$ cat src/logic/tir_pkg.sv
// shared constants for the transparent inline repeater
package tir_pkg;

    // clock and serial bit timing
    localparam int CLK_NS    = 10;
    localparam int BIT_NS    = 4000;
    localparam int BIT_CYC   = BIT_NS / CLK_NS;
    localparam int HALF_CYC  = BIT_CYC / 2;
    localparam int STOP2_BIT = 10;            // index of the second stop bit in a slot

    // port count and data buffer shape
    localparam int N_DN   = 4;
    localparam int FIFO_W = 1;
    localparam int FIFO_D = 8;

    // turnaround and delay limits, in microseconds
    localparam int TURN_MAX_US  = 132;
    localparam int DELAY_MAX_US = 88;
    localparam int BRK_CUT_US   = 22;

    // discovery turnaround window: controller gap less margin
    localparam int DISC_GAP_US    = 5800;
    localparam int DISC_MARGIN_US = 200;
    localparam int DISC_CYC       = (DISC_GAP_US - DISC_MARGIN_US) * 1000 / CLK_NS;

    // a line held low longer than one slot time is a break
    localparam int SLOT_US = 44;
    localparam int BRK_CYC = SLOT_US * 1000 / CLK_NS;

    // longest receive inter-slot gap; a quiet reply line past it is over
    localparam int IDLE_US  = 2100;
    localparam int IDLE_CYC = IDLE_US * 1000 / CLK_NS;

    // slot positions inside a managed packet
    localparam logic [8:0] SLOT_START = 9'h000;
    localparam logic [8:0] SLOT_LEN   = 9'h002;
    localparam logic [8:0] SLOT_CLASS = 9'h014;

    // counter widths
    localparam int GAP_W  = 20;
    localparam int LOW_W  = 13;
    localparam int IDLE_W = 18;
    localparam int TICK_W = 9;

    typedef enum logic [1:0] {ST_FWD, ST_TURN, ST_REV} tir_state_e;
    typedef enum logic {DC_IDLE, DC_BITS} tir_dec_e;

endpackage

$ cat src/logic/tir_fifo_if.sv
`timescale 1ns/1ns
// stream carrier between the repeater core and its sample buffer
interface tir_fifo_if #(parameter int W = 1);
    logic         flush;
    logic         wr_valid;
    logic         wr_ready;
    logic [W-1:0] wr_data;
    logic         rd_valid;
    logic         rd_ready;
    logic [W-1:0] rd_data;

    modport core (output flush, output wr_valid, input wr_ready, output wr_data,
                  input rd_valid, output rd_ready, input rd_data);
    modport fifo (input flush, input wr_valid, output wr_ready, input wr_data,
                  output rd_valid, input rd_ready, output rd_data);
endinterface

$ cat src/logic/tir_fifo.sv
`timescale 1ns/1ns
// small synchronous fifo with flush; full still accepts while a read drains
module tir_fifo #(
    parameter int W = 1,
    parameter int D = 8
) (
    input  wire logic clk,
    input  wire logic sys_rst,
    tir_fifo_if.fifo  f
);
    localparam int AW = $clog2(D);

    logic [W-1:0] mem [D];
    logic [AW-1:0] wp_r;
    logic [AW-1:0] rp_r;
    logic [AW:0]   cnt_r;

    wire full_w  = (cnt_r == (AW+1)'(D));
    wire empty_w = (cnt_r == '0);
    wire do_rd   = f.rd_ready && !empty_w;
    wire do_wr   = f.wr_valid && f.wr_ready;

    // a full buffer takes a word only when one leaves in the same cycle
    assign f.wr_ready = !full_w || f.rd_ready;
    assign f.rd_valid = !empty_w;
    assign f.rd_data  = mem[rp_r];

    function automatic logic [AW-1:0] bump(input logic [AW-1:0] p);
        return (p == (AW)'(D - 1)) ? '0 : p + 1'b1;
    endfunction

    // storage has no reset, only the pointers and fill level do
    always_ff @(posedge clk) begin
        if (do_wr) begin
            mem[wp_r] <= f.wr_data;
        end
    end

    // pointers and fill level
    always_ff @(posedge clk or posedge sys_rst) begin
        if (sys_rst) begin
            wp_r  <= '0;
            rp_r  <= '0;
            cnt_r <= '0;
        end else if (f.flush) begin
            wp_r  <= '0;
            rp_r  <= '0;
            cnt_r <= '0;
        end else begin
            if (do_wr) begin
                wp_r <= bump(wp_r);
            end
            if (do_rd) begin
                rp_r <= bump(rp_r);
            end
            cnt_r <= cnt_r + (AW+1)'(do_wr) - (AW+1)'(do_rd);
        end
    end
endmodule

$ cat src/logic/tir_repeater.sv
`timescale 1ns/1ns
// Overview of operation
// - upstream port faces the controller; downstream ports face end devices.
// - never starts discovery itself; only relays between upstream and downstream.
// - after a relayed request ends, listen on downstream ports within 132 us.
// - after a request the first port to go low becomes active; later ones ignored.
// - if the upstream port wins, return to forward flow.
// - a winning downstream port drives upstream, and here the other downstream ports too.
// - after a response ends, return to forward flow within 132 us.
// - after discovery, never return forward before 5.8 ms minus 200 us.
// - after discovery, be back forward by 5.8 ms even without a response end.
// - relay delay in each direction at most 88 us.
// - bit distortion within 1.875 percent, not accumulating across a slot.
// - any regenerated slot timing must meet packet timing limits.
// - only the break after a request may shorten, by at most 22 us.
// - plain null code packets with 88 us breaks pass through correctly.
// - packet contents may steer timing; add little to packet spacing.
// - packet end is the end of the final slot's second stop bit.
module tir_repeater import tir_pkg::*; #(
    parameter int unsigned DISC_CYC_P = DISC_CYC,
    parameter int unsigned BRK_CYC_P  = BRK_CYC,
    parameter int unsigned IDLE_CYC_P = IDLE_CYC,
    parameter logic [7:0]  START_CODE = 8'hCC,
    parameter logic [7:0]  CLS_DISC   = 8'h10,
    parameter logic [7:0]  CLS_GET    = 8'h20,
    parameter logic [7:0]  CLS_SET    = 8'h30
) (
    input  wire logic            clk,
    input  wire logic            sys_rst,
    input  wire logic            up_rx,
    output wire logic            up_tx,
    output wire logic            up_oe_n,
    input  wire logic [N_DN-1:0] dn_rx,
    output wire logic [N_DN-1:0] dn_tx,
    output wire logic [N_DN-1:0] dn_oe_n,
    output wire logic            rev_active,
    output wire logic            disc_window,
    output wire logic            overrun
);
    localparam int PW = $clog2(N_DN);

    tir_state_e      state_r;
    tir_state_e      state_nxt;
    tir_dec_e        dst_r;
    logic            disc_r;
    logic            disc_nxt;
    logic [PW-1:0]   act_r;
    logic [PW-1:0]   act_nxt;
    logic [N_DN:0]   prev_r;
    logic            sel_prev_r;
    logic [LOW_W-1:0]  low_r;
    logic [TICK_W-1:0] tick_r;
    logic [3:0]      bit_r;
    logic [7:0]      shift_r;
    logic            byte_done_r;
    logic [8:0]      slot_r;
    logic            pkt_open_r;
    logic            rdm_r;
    logic [7:0]      len_r;
    logic [7:0]      class_r;
    logic [GAP_W-1:0]  gap_r;
    logic [IDLE_W-1:0] idle_r;
    logic            primed_r;
    logic [3:0]      fill_r;
    logic            rev_r;
    logic            up_tx_r;
    logic            up_oe_n_r;
    logic [N_DN-1:0] dn_tx_r;
    logic [N_DN-1:0] dn_oe_n_r;
    logic            overrun_r;

    tir_fifo_if #(.W(FIFO_W)) fq ();

    // lowest set bit wins, so downstream port 0 (bit 0) beats any higher port in a tie
    function automatic logic [PW-1:0] first_dn(input logic [N_DN-1:0] v);
        logic [PW-1:0] idx;
        idx = '0;
        for (int i = N_DN - 1; i >= 0; i--) begin
            if (v[i]) begin
                idx = PW'(i);
            end
        end
        return idx;
    endfunction

    // port decode: bit 0 is upstream, bits above are downstream
    wire [N_DN:0] rx_all   = {dn_rx, up_rx};
    wire [N_DN:0] fall_all = prev_r & ~rx_all;
    wire          up_fall  = fall_all[0];
    wire [N_DN-1:0] dn_fall = fall_all[N_DN:1];

    // the decoder and buffer watch whichever port currently leads
    wire sel_rx   = (state_r == ST_REV) ? dn_rx[act_r] : up_rx;
    wire sel_fall = sel_prev_r && !sel_rx;
    wire st_chg   = (state_nxt != state_r);
    wire relaying = (state_r != ST_TURN);

    // break sensing: a low longer than a slot restarts slot counting
    wire brk_pulse = !sel_rx && (low_r == LOW_W'(BRK_CYC_P - 1));

    // bit timing inside a slot
    wire at_half = (tick_r == TICK_W'(HALF_CYC - 1));
    wire at_end  = (tick_r == TICK_W'(BIT_CYC - 1));
    wire in_data = (bit_r >= 4'h1) && (bit_r <= 4'h8);
    wire in_stop = (bit_r >= 4'h9);
    wire frm_err = at_half && ((bit_r == 4'h0 && sel_rx) || (in_stop && !sel_rx));

    // packet end lands on the last slot's second stop bit
    wire last_slot = (slot_r == {1'b0, len_r} + 9'h001);
    wire eop_w     = byte_done_r && pkt_open_r && rdm_r && last_slot;
    wire is_disc   = (class_r == CLS_DISC);
    wire is_req    = is_disc || (class_r == CLS_GET) || (class_r == CLS_SET);

    // turnaround timing
    wire gap_done  = (gap_r >= GAP_W'(DISC_CYC_P - 1));
    wire idle_done = (idle_r >= IDLE_W'(IDLE_CYC_P - 1));

    // buffer controls; the output stays at mark until the buffer is primed
    wire out_take = fq.rd_valid && primed_r;
    wire out_lvl  = out_take ? fq.rd_data[0] : 1'b1;

    assign fq.flush    = st_chg;
    assign fq.wr_valid = relaying && !st_chg;
    assign fq.wr_data  = sel_rx;
    assign fq.rd_ready = primed_r;

    // fixed delay: eight buffered samples plus the output register, 90 ns
    tir_fifo #(
        .W (FIFO_W),
        .D (FIFO_D)
    ) u_fifo (
        .clk     (clk),
        .sys_rst (sys_rst),
        .f       (fq)
    );

    // direction control
    always_comb begin
        state_nxt = state_r;
        disc_nxt  = disc_r;
        act_nxt   = act_r;
        unique case (state_r)
            ST_FWD: begin
                // requests only relayed, never originated here
                if (eop_w && is_req) begin
                    state_nxt = ST_TURN;
                    disc_nxt  = is_disc;
                end
            end
            ST_TURN: begin
                if (disc_r && gap_done) begin
                    state_nxt = ST_FWD;
                end else if (up_fall && !disc_r) begin
                    // during discovery only the gap timer restores forward flow
                    state_nxt = ST_FWD;
                end else if (|dn_fall) begin
                    state_nxt = ST_REV;
                    act_nxt   = first_dn(dn_fall);
                end
            end
            ST_REV: begin
                // discovery replies may carry no end; only the gap timer ends them
                if (disc_r) begin
                    if (gap_done) begin
                        state_nxt = ST_FWD;
                    end
                end else if (eop_w || idle_done) begin
                    state_nxt = ST_FWD;
                end
            end
        endcase
    end

    // direction state
    always_ff @(posedge clk or posedge sys_rst) begin
        if (sys_rst) begin
            state_r <= ST_FWD;
            rev_r   <= 1'b0;
            disc_r  <= 1'b0;
            act_r   <= '0;
        end else begin
            state_r <= state_nxt;
            rev_r   <= (state_nxt == ST_REV);
            disc_r  <= (state_nxt == ST_FWD) ? 1'b0 : disc_nxt;
            act_r   <= act_nxt;
        end
    end

    // previous levels for edge finding
    always_ff @(posedge clk or posedge sys_rst) begin
        if (sys_rst) begin
            prev_r     <= '1;
            sel_prev_r <= 1'b1;
        end else begin
            prev_r     <= rx_all;
            sel_prev_r <= sel_rx;
        end
    end

    // low-time counter, saturating so a stuck line does not wrap
    always_ff @(posedge clk or posedge sys_rst) begin
        if (sys_rst) begin
            low_r <= '0;
        end else if (sel_rx) begin
            low_r <= '0;
        end else if (low_r != '1) begin
            low_r <= low_r + 1'b1;
        end
    end

    // slot receiver: start, eight data bits lsb first, two stop bits
    always_ff @(posedge clk or posedge sys_rst) begin
        if (sys_rst) begin
            dst_r       <= DC_IDLE;
            tick_r      <= '0;
            bit_r       <= '0;
            shift_r     <= '0;
            byte_done_r <= 1'b0;
        end else begin
            byte_done_r <= 1'b0;
            if (st_chg || brk_pulse || (dst_r == DC_BITS && frm_err)) begin
                dst_r <= DC_IDLE;
            end else if (dst_r == DC_IDLE) begin
                if (sel_fall) begin
                    dst_r  <= DC_BITS;
                    tick_r <= '0;
                    bit_r  <= '0;
                end
            end else begin
                tick_r <= at_end ? '0 : tick_r + 1'b1;
                if (at_half && in_data) begin
                    shift_r <= {sel_rx, shift_r[7:1]};
                end
                if (at_end) begin
                    // back-to-back slots: the next start bit may fall right here
                    if (bit_r == 4'(STOP2_BIT)) begin
                        dst_r       <= sel_fall ? DC_BITS : DC_IDLE;
                        bit_r       <= '0;
                        byte_done_r <= 1'b1;
                    end else begin
                        bit_r <= bit_r + 1'b1;
                    end
                end
            end
        end
    end

    // slot tracking: start code, length and command class steer turnaround
    always_ff @(posedge clk or posedge sys_rst) begin
        if (sys_rst) begin
            slot_r     <= '0;
            pkt_open_r <= 1'b0;
            rdm_r      <= 1'b0;
            len_r      <= '0;
            class_r    <= '0;
        end else if (brk_pulse || st_chg) begin
            slot_r     <= '0;
            pkt_open_r <= brk_pulse;
            rdm_r      <= 1'b0;
            class_r    <= '0;
        end else if (byte_done_r && pkt_open_r) begin
            slot_r <= slot_r + 1'b1;
            if (slot_r == SLOT_START) begin
                rdm_r <= (shift_r == START_CODE);
            end
            if (slot_r == SLOT_LEN) begin
                len_r <= shift_r;
            end
            if (slot_r == SLOT_CLASS) begin
                class_r <= shift_r;
            end
            if (eop_w) begin
                pkt_open_r <= 1'b0;
            end
        end
    end

    // discovery gap counts from the request end; quiet-line guard for replies
    always_ff @(posedge clk or posedge sys_rst) begin
        if (sys_rst) begin
            gap_r  <= '0;
            idle_r <= '0;
        end else begin
            if (state_r == ST_FWD) begin
                gap_r <= '0;
            end else if (!gap_done) begin
                gap_r <= gap_r + 1'b1;
            end
            if (state_r != ST_REV || !sel_rx) begin
                idle_r <= '0;
            end else if (!idle_done) begin
                idle_r <= idle_r + 1'b1;
            end
        end
    end

    // priming: reading starts as the ninth sample goes in, so no sample is
    // ever refused and the lag stays the same for every edge
    always_ff @(posedge clk or posedge sys_rst) begin
        if (sys_rst) begin
            fill_r    <= '0;
            primed_r  <= 1'b0;
            overrun_r <= 1'b0;
        end else begin
            if (st_chg) begin
                fill_r   <= '0;
                primed_r <= 1'b0;
            end else if (fq.wr_valid && !primed_r) begin
                fill_r   <= fill_r + 1'b1;
                primed_r <= (fill_r == 4'(FIFO_D - 1));
            end
            if (fq.wr_valid && !fq.wr_ready) begin
                overrun_r <= 1'b1;
            end
        end
    end

    // edges pass through unchanged, so break length is kept but for a
    // few cycles lost at the turn, far below the allowed shortening
    always_ff @(posedge clk or posedge sys_rst) begin
        if (sys_rst) begin
            up_tx_r   <= 1'b1;
            up_oe_n_r <= 1'b1;
            dn_tx_r   <= '1;
            dn_oe_n_r <= '0;
        end else begin
            up_tx_r   <= (state_nxt == ST_REV) ? out_lvl : 1'b1;
            up_oe_n_r <= (state_nxt != ST_REV);
            for (int i = 0; i < N_DN; i++) begin
                if (state_r == ST_FWD) begin
                    dn_tx_r[i] <= out_lvl;
                end else if (state_r == ST_REV && act_r != PW'(i)) begin
                    dn_tx_r[i] <= out_lvl;
                end else begin
                    dn_tx_r[i] <= 1'b1;
                end
                dn_oe_n_r[i] <= !((state_nxt == ST_FWD)
                               || (state_nxt == ST_REV && act_nxt != PW'(i)));
            end
        end
    end

    assign up_tx       = up_tx_r;
    assign up_oe_n     = up_oe_n_r;
    assign dn_tx       = dn_tx_r;
    assign dn_oe_n     = dn_oe_n_r;
    assign rev_active  = rev_r;
    assign disc_window = disc_r;
    assign overrun     = overrun_r;
endmodule

$ cat config.mk
export PLATFORM = sky130hd
export DESIGN_NAME = tir_repeater
export DESIGN_NICKNAME = d
export VERILOG_FILES = /design/src/logic/tir_pkg.sv /design/src/logic/tir_fifo_if.sv /design/src/logic/tir_fifo.sv /design/src/logic/tir_repeater.sv
export SDC_FILE = /design/constraint.sdc
export NUM_CORES = 1
export LEC_CHECK = 0
export ABC_AREA = 0
export BUFFER_PORTS_ARGS = -buffer_cell sky130_fd_sc_hd__buf_2
export CORE_MARGIN = 2
export CORE_UTILIZATION = 52
export CTS_BUF_LIST = sky130_fd_sc_hd__clkbuf_4 sky130_fd_sc_hd__clkbuf_8
export DETAILED_ROUTE_END_ITERATION = 8
export HOLD_SLACK_MARGIN = 0.15
export PLACE_DENSITY_LB_ADDON = 0.12
export SYNTH_ARGS = -nofsm -noshare
export SYNTH_HDL_FRONTEND = slang
export SYNTH_HIERARCHICAL = 1
export SYNTH_SLANG_ARGS = --single-unit
export TNS_END_PERCENT = 50
$ cat constraint.sdc
create_clock -name clk -period 12.45 [get_ports clk]
set_input_delay 2.49 -clock clk [delete_from_list [all_inputs] [get_ports clk]]
set_output_delay 2.49 -clock clk [all_outputs]
set_load 0.05 [all_outputs]
**Yosys cells after proc, flatten, opt, wreduce, memory -nomap -nowiden**

Memories as Yosys holds them, arrays and structs flattened.
Cells that the tools add are included.

- Bits in registers: 139
- Memory bits (read-only): 0
- Latch bits: 0
- RAM bits: 8
- Memories: 1
- Word-level logic and storage cells: 239

- Div/mod/pow operators: 0
- Eq/ne operators: 32
- Multiplexer cells: 78
- $lt $le $gt $ge: 6
- Bitwise gates (word level): 4
- Add/sub/neg operators: 12
- $mul: 0
- Reduce and logical (&&, ||, !) cells: 77
- Shift-type cells: 0

Memory list:

| memory | words | width | rd ports | clocked after Yosys merged registers in | wr ports | RTL line | text |
|---|---|---|---|---|---|---|---|
| u_fifo.mem | 8 | 1 | 1 | 0 | 1 | tir_fifo.sv:13 | `logic [W-1:0] mem [D];` |

Operator list:

| kind | number |
|---|---|
| two-way mux 9 bit | 5 |
| two-way mux 20 bit | 2 |
| two-way mux 18 bit | 2 |
| two-way mux 1 bit | 34 |
| two-way mux 2 bit | 15 |
| two-way mux 4 bit | 7 |
| logical AND 1 bit | 27 |
| two-way mux 13 bit | 2 |
| nonzero test 2 bit | 13 |
| two-way mux 8 bit | 3 |
| adder 20 x 1 -> 20 bit (second input constant) | 1 |
| greater-or-equal comparator 20 bit (second input constant) | 1 |
| adder 18 x 1 -> 18 bit (second input constant) | 1 |
| adder 9 x 1 -> 9 bit (second input constant) | 2 |
| greater-or-equal comparator 18 bit (second input constant) | 1 |
| two-way mux 3 bit | 6 |
| equality test 8 x 6 -> 1 bit (second input constant) | 2 |
| adder 13 x 1 -> 13 bit (second input constant) | 1 |
| equality test 13 bit (second input constant) | 1 |
| != test 13 bit (second input constant) | 1 |
| logical OR 1 bit | 12 |
| != test 2 x 1 -> 1 bit (second input constant) | 6 |
| != test 2 bit (second input constant) | 6 |
| logical NOT 1 bit | 11 |
| other kinds (33) | 47 |

**Depth between registers and ports, before layout**

- Word-level depth: 14
- Mapped depth: 19
- Gate-level depth less buffers: 17

**By module**

Netlist, hierarchy kept.

Modules (own cells, without submodules):

| module | area each (um^2) | instances | seq. area each (um^2) | cells an instance |
|---|---|---|---|---|
| tir_repeater | 6656.4 | 1 | 3243.1 | 670 |
| tir_fifo | 1013.5 | 1 | 490.5 | 89 |

**Least setup slack after synthesis**

No wires, ideal clock.

- Path type: input-to-reg
- Start: input up_rx
- End: register u_fifo.cnt_r[1]
- Stages: 16
- Setup slack: 7.004 ns
- Arrival time: 5.315 ns
- Library setup time: 0.130 ns
- Buffers on the path: 2
- Required time: 12.320 ns
- Cell sequence: or3b_2 nand2_1 nor3_1 or3_1 o211a_1 buf_6 inv_4 buf_2 nor2_1 and2_4 inv_2 ha_1 inv_1 ha_1 fa_1 nor2b_1

- Cells in the longest elaborated chain, start to end: 13

RTL lines:

| item | RTL line | text |
|---|---|---|
| start, declared | tir_repeater.sv:30 | `input wire logic up_rx,` |
| NOT 5 bit | tir_repeater.sv:88 | `wire [N_DN:0] fall_all = prev_r & ~rx_all;` |
| AND 5 bit | tir_repeater.sv:88 |  |
| logical AND 1 bit | tir_repeater.sv:153 | `end else if (up_fall && !disc_r) begin` |
| two-way mux 2 bit | tir_repeater.sv:153 |  |
| two-way mux 2 bit | tir_repeater.sv:151 | `if (disc_r && gap_done) begin` |
| one-hot mux 2 bit (3 select lines) | tir_repeater.sv:142 | `unique case (state_r)` |
| != test 2 bit | tir_repeater.sv:95 | `wire st_chg = (state_nxt != state_r);` |
| named net fq.flush | tir_fifo_if.sv:4 | `logic flush;` |
| logical NOT 1 bit | tir_repeater.sv:123 | `assign fq.wr_valid = relaying && !st_chg;` |
| logical AND 1 bit | tir_repeater.sv:123 |  |
| named net fq.wr_valid | tir_fifo_if.sv:5 | `logic wr_valid;` |
| logical AND 1 bit | tir_fifo.sv:21 | `wire do_wr = f.wr_valid && f.wr_ready;` |
| adder 4 x 1 -> 4 bit | tir_fifo.sv:56 | `cnt_r <= cnt_r + (AW+1)'(do_wr) - (AW+1)'(do_rd);` |
| subtractor 4 x 1 -> 4 bit | tir_fifo.sv:56 |  |
| two-way mux 4 bit | tir_fifo.sv:45 | `end else if (f.flush) begin` |
| end signal, assigned | tir_fifo.sv:56 |  |
| end, declared | tir_fifo.sv:16 | `logic [AW:0] cnt_r;` |

The timed path passes the listed nets, and every way through them passes these cells.
A chain may end at the register's enable or synchronous reset.

**Worst setup path in the final report**

- Start: input dn_rx[2]
- End: register tick_r[3]

- Cells in the longest elaborated chain, start to end: 12

RTL lines:

| item | RTL line | text |
|---|---|---|
| start, declared | tir_repeater.sv:33 | `input wire logic [N_DN-1:0] dn_rx,` |
| NOT 5 bit | tir_repeater.sv:88 |  |
| AND 5 bit | tir_repeater.sv:88 |  |
| OR reduction 4 bit | tir_repeater.sv:156 | `end else if (\|dn_fall) begin` |
| two-way mux 2 bit | tir_repeater.sv:156 |  |
| two-way mux 2 bit | tir_repeater.sv:153 |  |
| two-way mux 2 bit | tir_repeater.sv:151 |  |
| one-hot mux 2 bit (3 select lines) | tir_repeater.sv:142 |  |
| != test 2 bit | tir_repeater.sv:95 |  |
| logical OR 1 bit (2 in series) | tir_repeater.sv:221 | `if (st_chg \|\| brk_pulse \|\| (dst_r == DC_BITS && frm_err)) begin` |
| NOT 1 bit (no source line) | - |  |
| AND reduction 2 bit (no source line) (*) | - |  |
| end signal, assigned | tir_repeater.sv:230 | `tick_r <= at_end ? '0 : tick_r + 1'b1;` |
| end, declared | tir_repeater.sv:52 | `logic [TICK_W-1:0] tick_r;` |

Every way passes the cells marked *; elsewhere a longest branch is shown, timed or not. The select of a mux whose other input is x is not followed.

==> impl.org <==
** Synthesis
- Biggest area contributors in the synthesized netlist :: dfrtp_1 41%, nor2_1 4.3%, dfstp_2 4.1%
- Top cell type by total area after synthesis :: dfrtp_1
- Of the synthesized area, sequential elements account for 48.7%.
- Of the post-synthesis cell area, the dominant cell type holds 41.4%.
- The synthesized design contains ~150 register bits.
- Summing every instance area after synthesis gives 0.00767 mm².
- Share of synthesized registers carrying an async set or reset :: 94.6%
- Average cell area after synthesis :: 10.1 µm²
- Syn nets :: slightly below 800
- Among all flip-flop cells after synthesis, the most frequent one is dfrtp_1.
- Count of cell types in the netlist :: 79
- Counting every instance in the synthesized netlist gives 759.
- The synthesized design contains 8 enable-type register cells.
- Warnings from Yosys :: 6

** Placement
- Number of port buffers :: 19
- Weighted congestion reported at the end of routability-driven placement :: 0.859
- The wire-length estimate of the detail-placed layout is approximately 11000 µm.
- In this run, placement finished with an instance count of 942.

** Die
- The floorplan step set the die height to 125 µm.
- For this configuration, the core starts out at a cell density of between 50% and 60%.
- Core area :: 0.0145 mm²
- The floorplan has 44 rows.
- 20 I/O pins were placed.
- The die covers 0.0157 mm².
- Die boundary width :: 125 µm

** Power
- Total power density per cell area :: between 100 and 150 mW/mm²
- IR Drop Worst-Case VDD :: 0.0619 mV
- Summed over all cells, the static leakage comes to roughly 3.7 nW.

** Clocking
- Depth of the CTS H-tree :: 4
- Number of sinks on the clock net :: 147
- After clock tree synthesis, the clock-pin slew on the worst setup and hold paths is 0.07 ns.
- Root cell of the clock tree :: clkbuf_8
- TritonCTS clock tree :: done
- For the worst-skew pair, the clock arrives at the later sink with an insertion delay of 0.44 ns.
- Clock buffers created by TritonCTS :: 17
- Post-CTS repair changed the size of 0 cells.
- In this run, post-CTS hold repair placed 0 buffers.
- The clock passes through at most 2 buffers.
- The number of setup buffers added after CTS is 0.

** STA
- Hold is met by around 0.47 ns.
- Final count of negative-setup-slack endpoints :: 0
- Tmin final :: 5.89 ns
- Of the available clock period, the critical path in the final layout requires 47.3%.
- Final-report hold violation count :: 0
- Unrepaired setup endpoints after global routing :: false
- The worst pin sits at a relative slew slack of 33.0%.
- Static timing analysis puts the maximum clock frequency at 0.170 GHz.
- The clock arrives with 0.00947 ns of skew.
- Summed negative setup slack over all endpoints :: 0 ns
- For the pin with the worst max-slew slack, the measured transition is 0.980 ns.
- Final slew viol count :: 0

** Routing
- Number of vias after detailed routing :: around 5700
- Drc violations :: 0
- Summed over all layers, the routed wires come to 15400 µm.
- In this run, the number of DRC markers left after iteration 0 of detailed routing was 450.
- Per-cell routed wire length :: ~16 µm
- Routed Antenna Nets :: 0
- Drt via density :: 5.89
- Before antenna repair, the detailed router went through 7 iterations.

** Critical path
- Worst-path cell chain :: buf_2 -> mux4_2 -> nand2_1 -> nand2_2 -> nor3_2 -> inv_1 -> nand2_1 -> o21ai_0
- The worst setup path is of the in2reg kind.
- Cell type with the highest occurrence count on the critical path :: nand2_1
- Data arrives at the worst endpoint at 6.16 ns.
- Cell with the biggest individual delay on the critical path :: nor3_2
- Largest stage delay on the critical path :: 0.77 ns
- Critical Path Start Type :: primary input
- Crit path max-delay family :: simple AND/OR/NAND/NOR gates
- WP data required :: approximately 13 ns
- In this run the worst path has a maximum fanout of 26.
- STA classifies the critical path endpoint as a register.
- Counting both buffers and inverters, the worst setup path holds a total of 2.

** Global route
- GRT Total Usage :: 20.6%
- The initial antenna violation count came to 0.
- Global-route wire length before repair :: 26700 µm
- Entering global routing, the biggest net connects about 70 pins.
- Global routing finished with a remaining overflow of 0.
- Via count of the first global-routing pass :: 5587

** Cells and area
- The area growth from synthesis to layout is 7.99%.
- 0 antenna diodes ended up in the layout.
- Non-filler instance count after layout :: 974
- Ratio of cells with drive above 1 in the final layout :: between 10% and 20%
- After the last flow step, the layout net total stands at 807.
- The filler cells instantiated in the layout total around 1300.

** Job
- Max cap viols :: 0

** Status
- The flow ran to the end, and the final reports show no timing, DRC or antenna violations.

** Hold path
- Worst min-delay path category :: reg2reg
[kinds of logic after synthesis]
| group | share of synthesized area (%) |
|---|---|
| and+or+nand+nor | 21.4 |
| muxes | 5.95 |
| xor gates and xnor gates | 6.17 |
| DFF | 48.7 |
| AOI/OAI and AO/OA | 11.1 |
| adders and majority gates | 3.85 |
| buffers and inverters | 2.85 |
[area by class of cell]
type	count	area (µm²)	share of cell area, %
Clock buffer	28	354	4.27
Tap cell	184	230	2.78
Multi-Input combinational cell	559	3720	44.9
Timing Repair Buffer	20	103	1.24
Inverter	32	125	1.51
Sequential cell	147	3730	45.1
Clock inverter	4	20.0	0.242
[power breakdown]
group	internal (mW)	switching (mW)
registers	0.496	0.0187
clock network	0.180	0.166
logic	0.0223	0.0327
[stage by stage]
step | util, % | area (µm²) | setup WS, ns | power [mW]
after floorplan | - | 7670 | 6.54 | 0.562
after global placement | 54.6 | 7910 | 6.30 | 0.575
after detailed placement | 54.6 | 7910 | 6.06 | 0.578
after CTS | 57.2 | 8280 | 6.57 | 0.927
after global routing | 57.2 | 8280 | 6.17 | 0.960
final | 57.2 | 8280 | 6.56 | 0.916
[worst register-to-register path, cell delays in order, from the launching register on]
cell       delay, ns
dfrtp_1         0.47
ha_1            0.34
a21o_1          0.18
a311oi_1        0.27
a41oi_1         0.11
a2111oi_0       0.92
a21oi_1         0.22
o211a_1         0.44
inv_4           0.35
nor2_1          0.18
and2_4          0.19
inv_2           0.10
ha_1            0.24
inv_1           0.06
ha_1            0.18
fa_1            0.42
nor2b_1         0.14
[cell usage in the layout, fill, tap and decap left out, drive strengths merged, types with 24 or more instances in the layout]
cell / n
a21oi: 31
and3: 26
clkbuf: 28
dfrtp: 127
inv: 32
nand2: 57
nand3: 29
nor2: 88
nor3: 24
o21ai: 36
xor2: 33
[registers in the layout, indices dropped and copies added, names as in the netlist, 2 cells and up]
name / cells
gap_r: 20
len_r: 8
u_fifo/mem: 8
u_fifo/wp_r: 3
slot_r: 9
prev_r: 5
fill_r: 4
class_r: 8
state_r: 2
low_r: 13
idle_r: 18
dn_tx: 4
act_r: 2
bit_r: 4
shift_r: 8
u_fifo/cnt_r: 4
dn_oe_n: 4
u_fifo/rp_r: 3
tick_r: 9
[metal layers]
layer | routed length [µm] | share of wire, % | vias up | global-route usage (%)
li1 | - | - | 2747 | -
met1 | 7320 | 47 | 2846 | 27.9
met2 | 7330 | 48 | 130 | 33.2
met3 | 624 | 4.0 | 13 | 4.92
met4 | 138 | 0.90 | 0 | 6.01
met5 | 0 | 0 | - | 0
[worst paths after layout]
| path | start | endpoint | slack, ns | depth (start not counted) |
|---|---|---|---|---|
| worst max-delay path | dn_rx[2] | tick_r[3] | 6.56 | 8 |
| worst min-delay path | overrun | overrun | 0.47 | 2 |
| worst max register to register | len_r[0] | u_fifo/cnt_r[1] | 7.53 | 16 |
| worst min register to register | overrun | overrun | 0.47 | 2 |
| max in group asynchronous | sys_rst | gap_r[4] | 8.92 | 3 |
| min in group asynchronous | sys_rst | u_fifo/rp_r[1] | 2.06 | 2 |
[Yosys cell counts, types with 17 or more instances]
cell and count:
nor2_1 88, nand3_1 28, nand4_1 17, dfrtp_1 127, ha_1 22, mux2_2 18, o21ai_0 31, xnor2_1 21
xor2_1 33, inv_1 30, nor3_1 21, nand2b_1 18, a21oi_1 31, and3_1 26, nand2_1 55
Note: power is estimated with default switching activity, not from simulation.
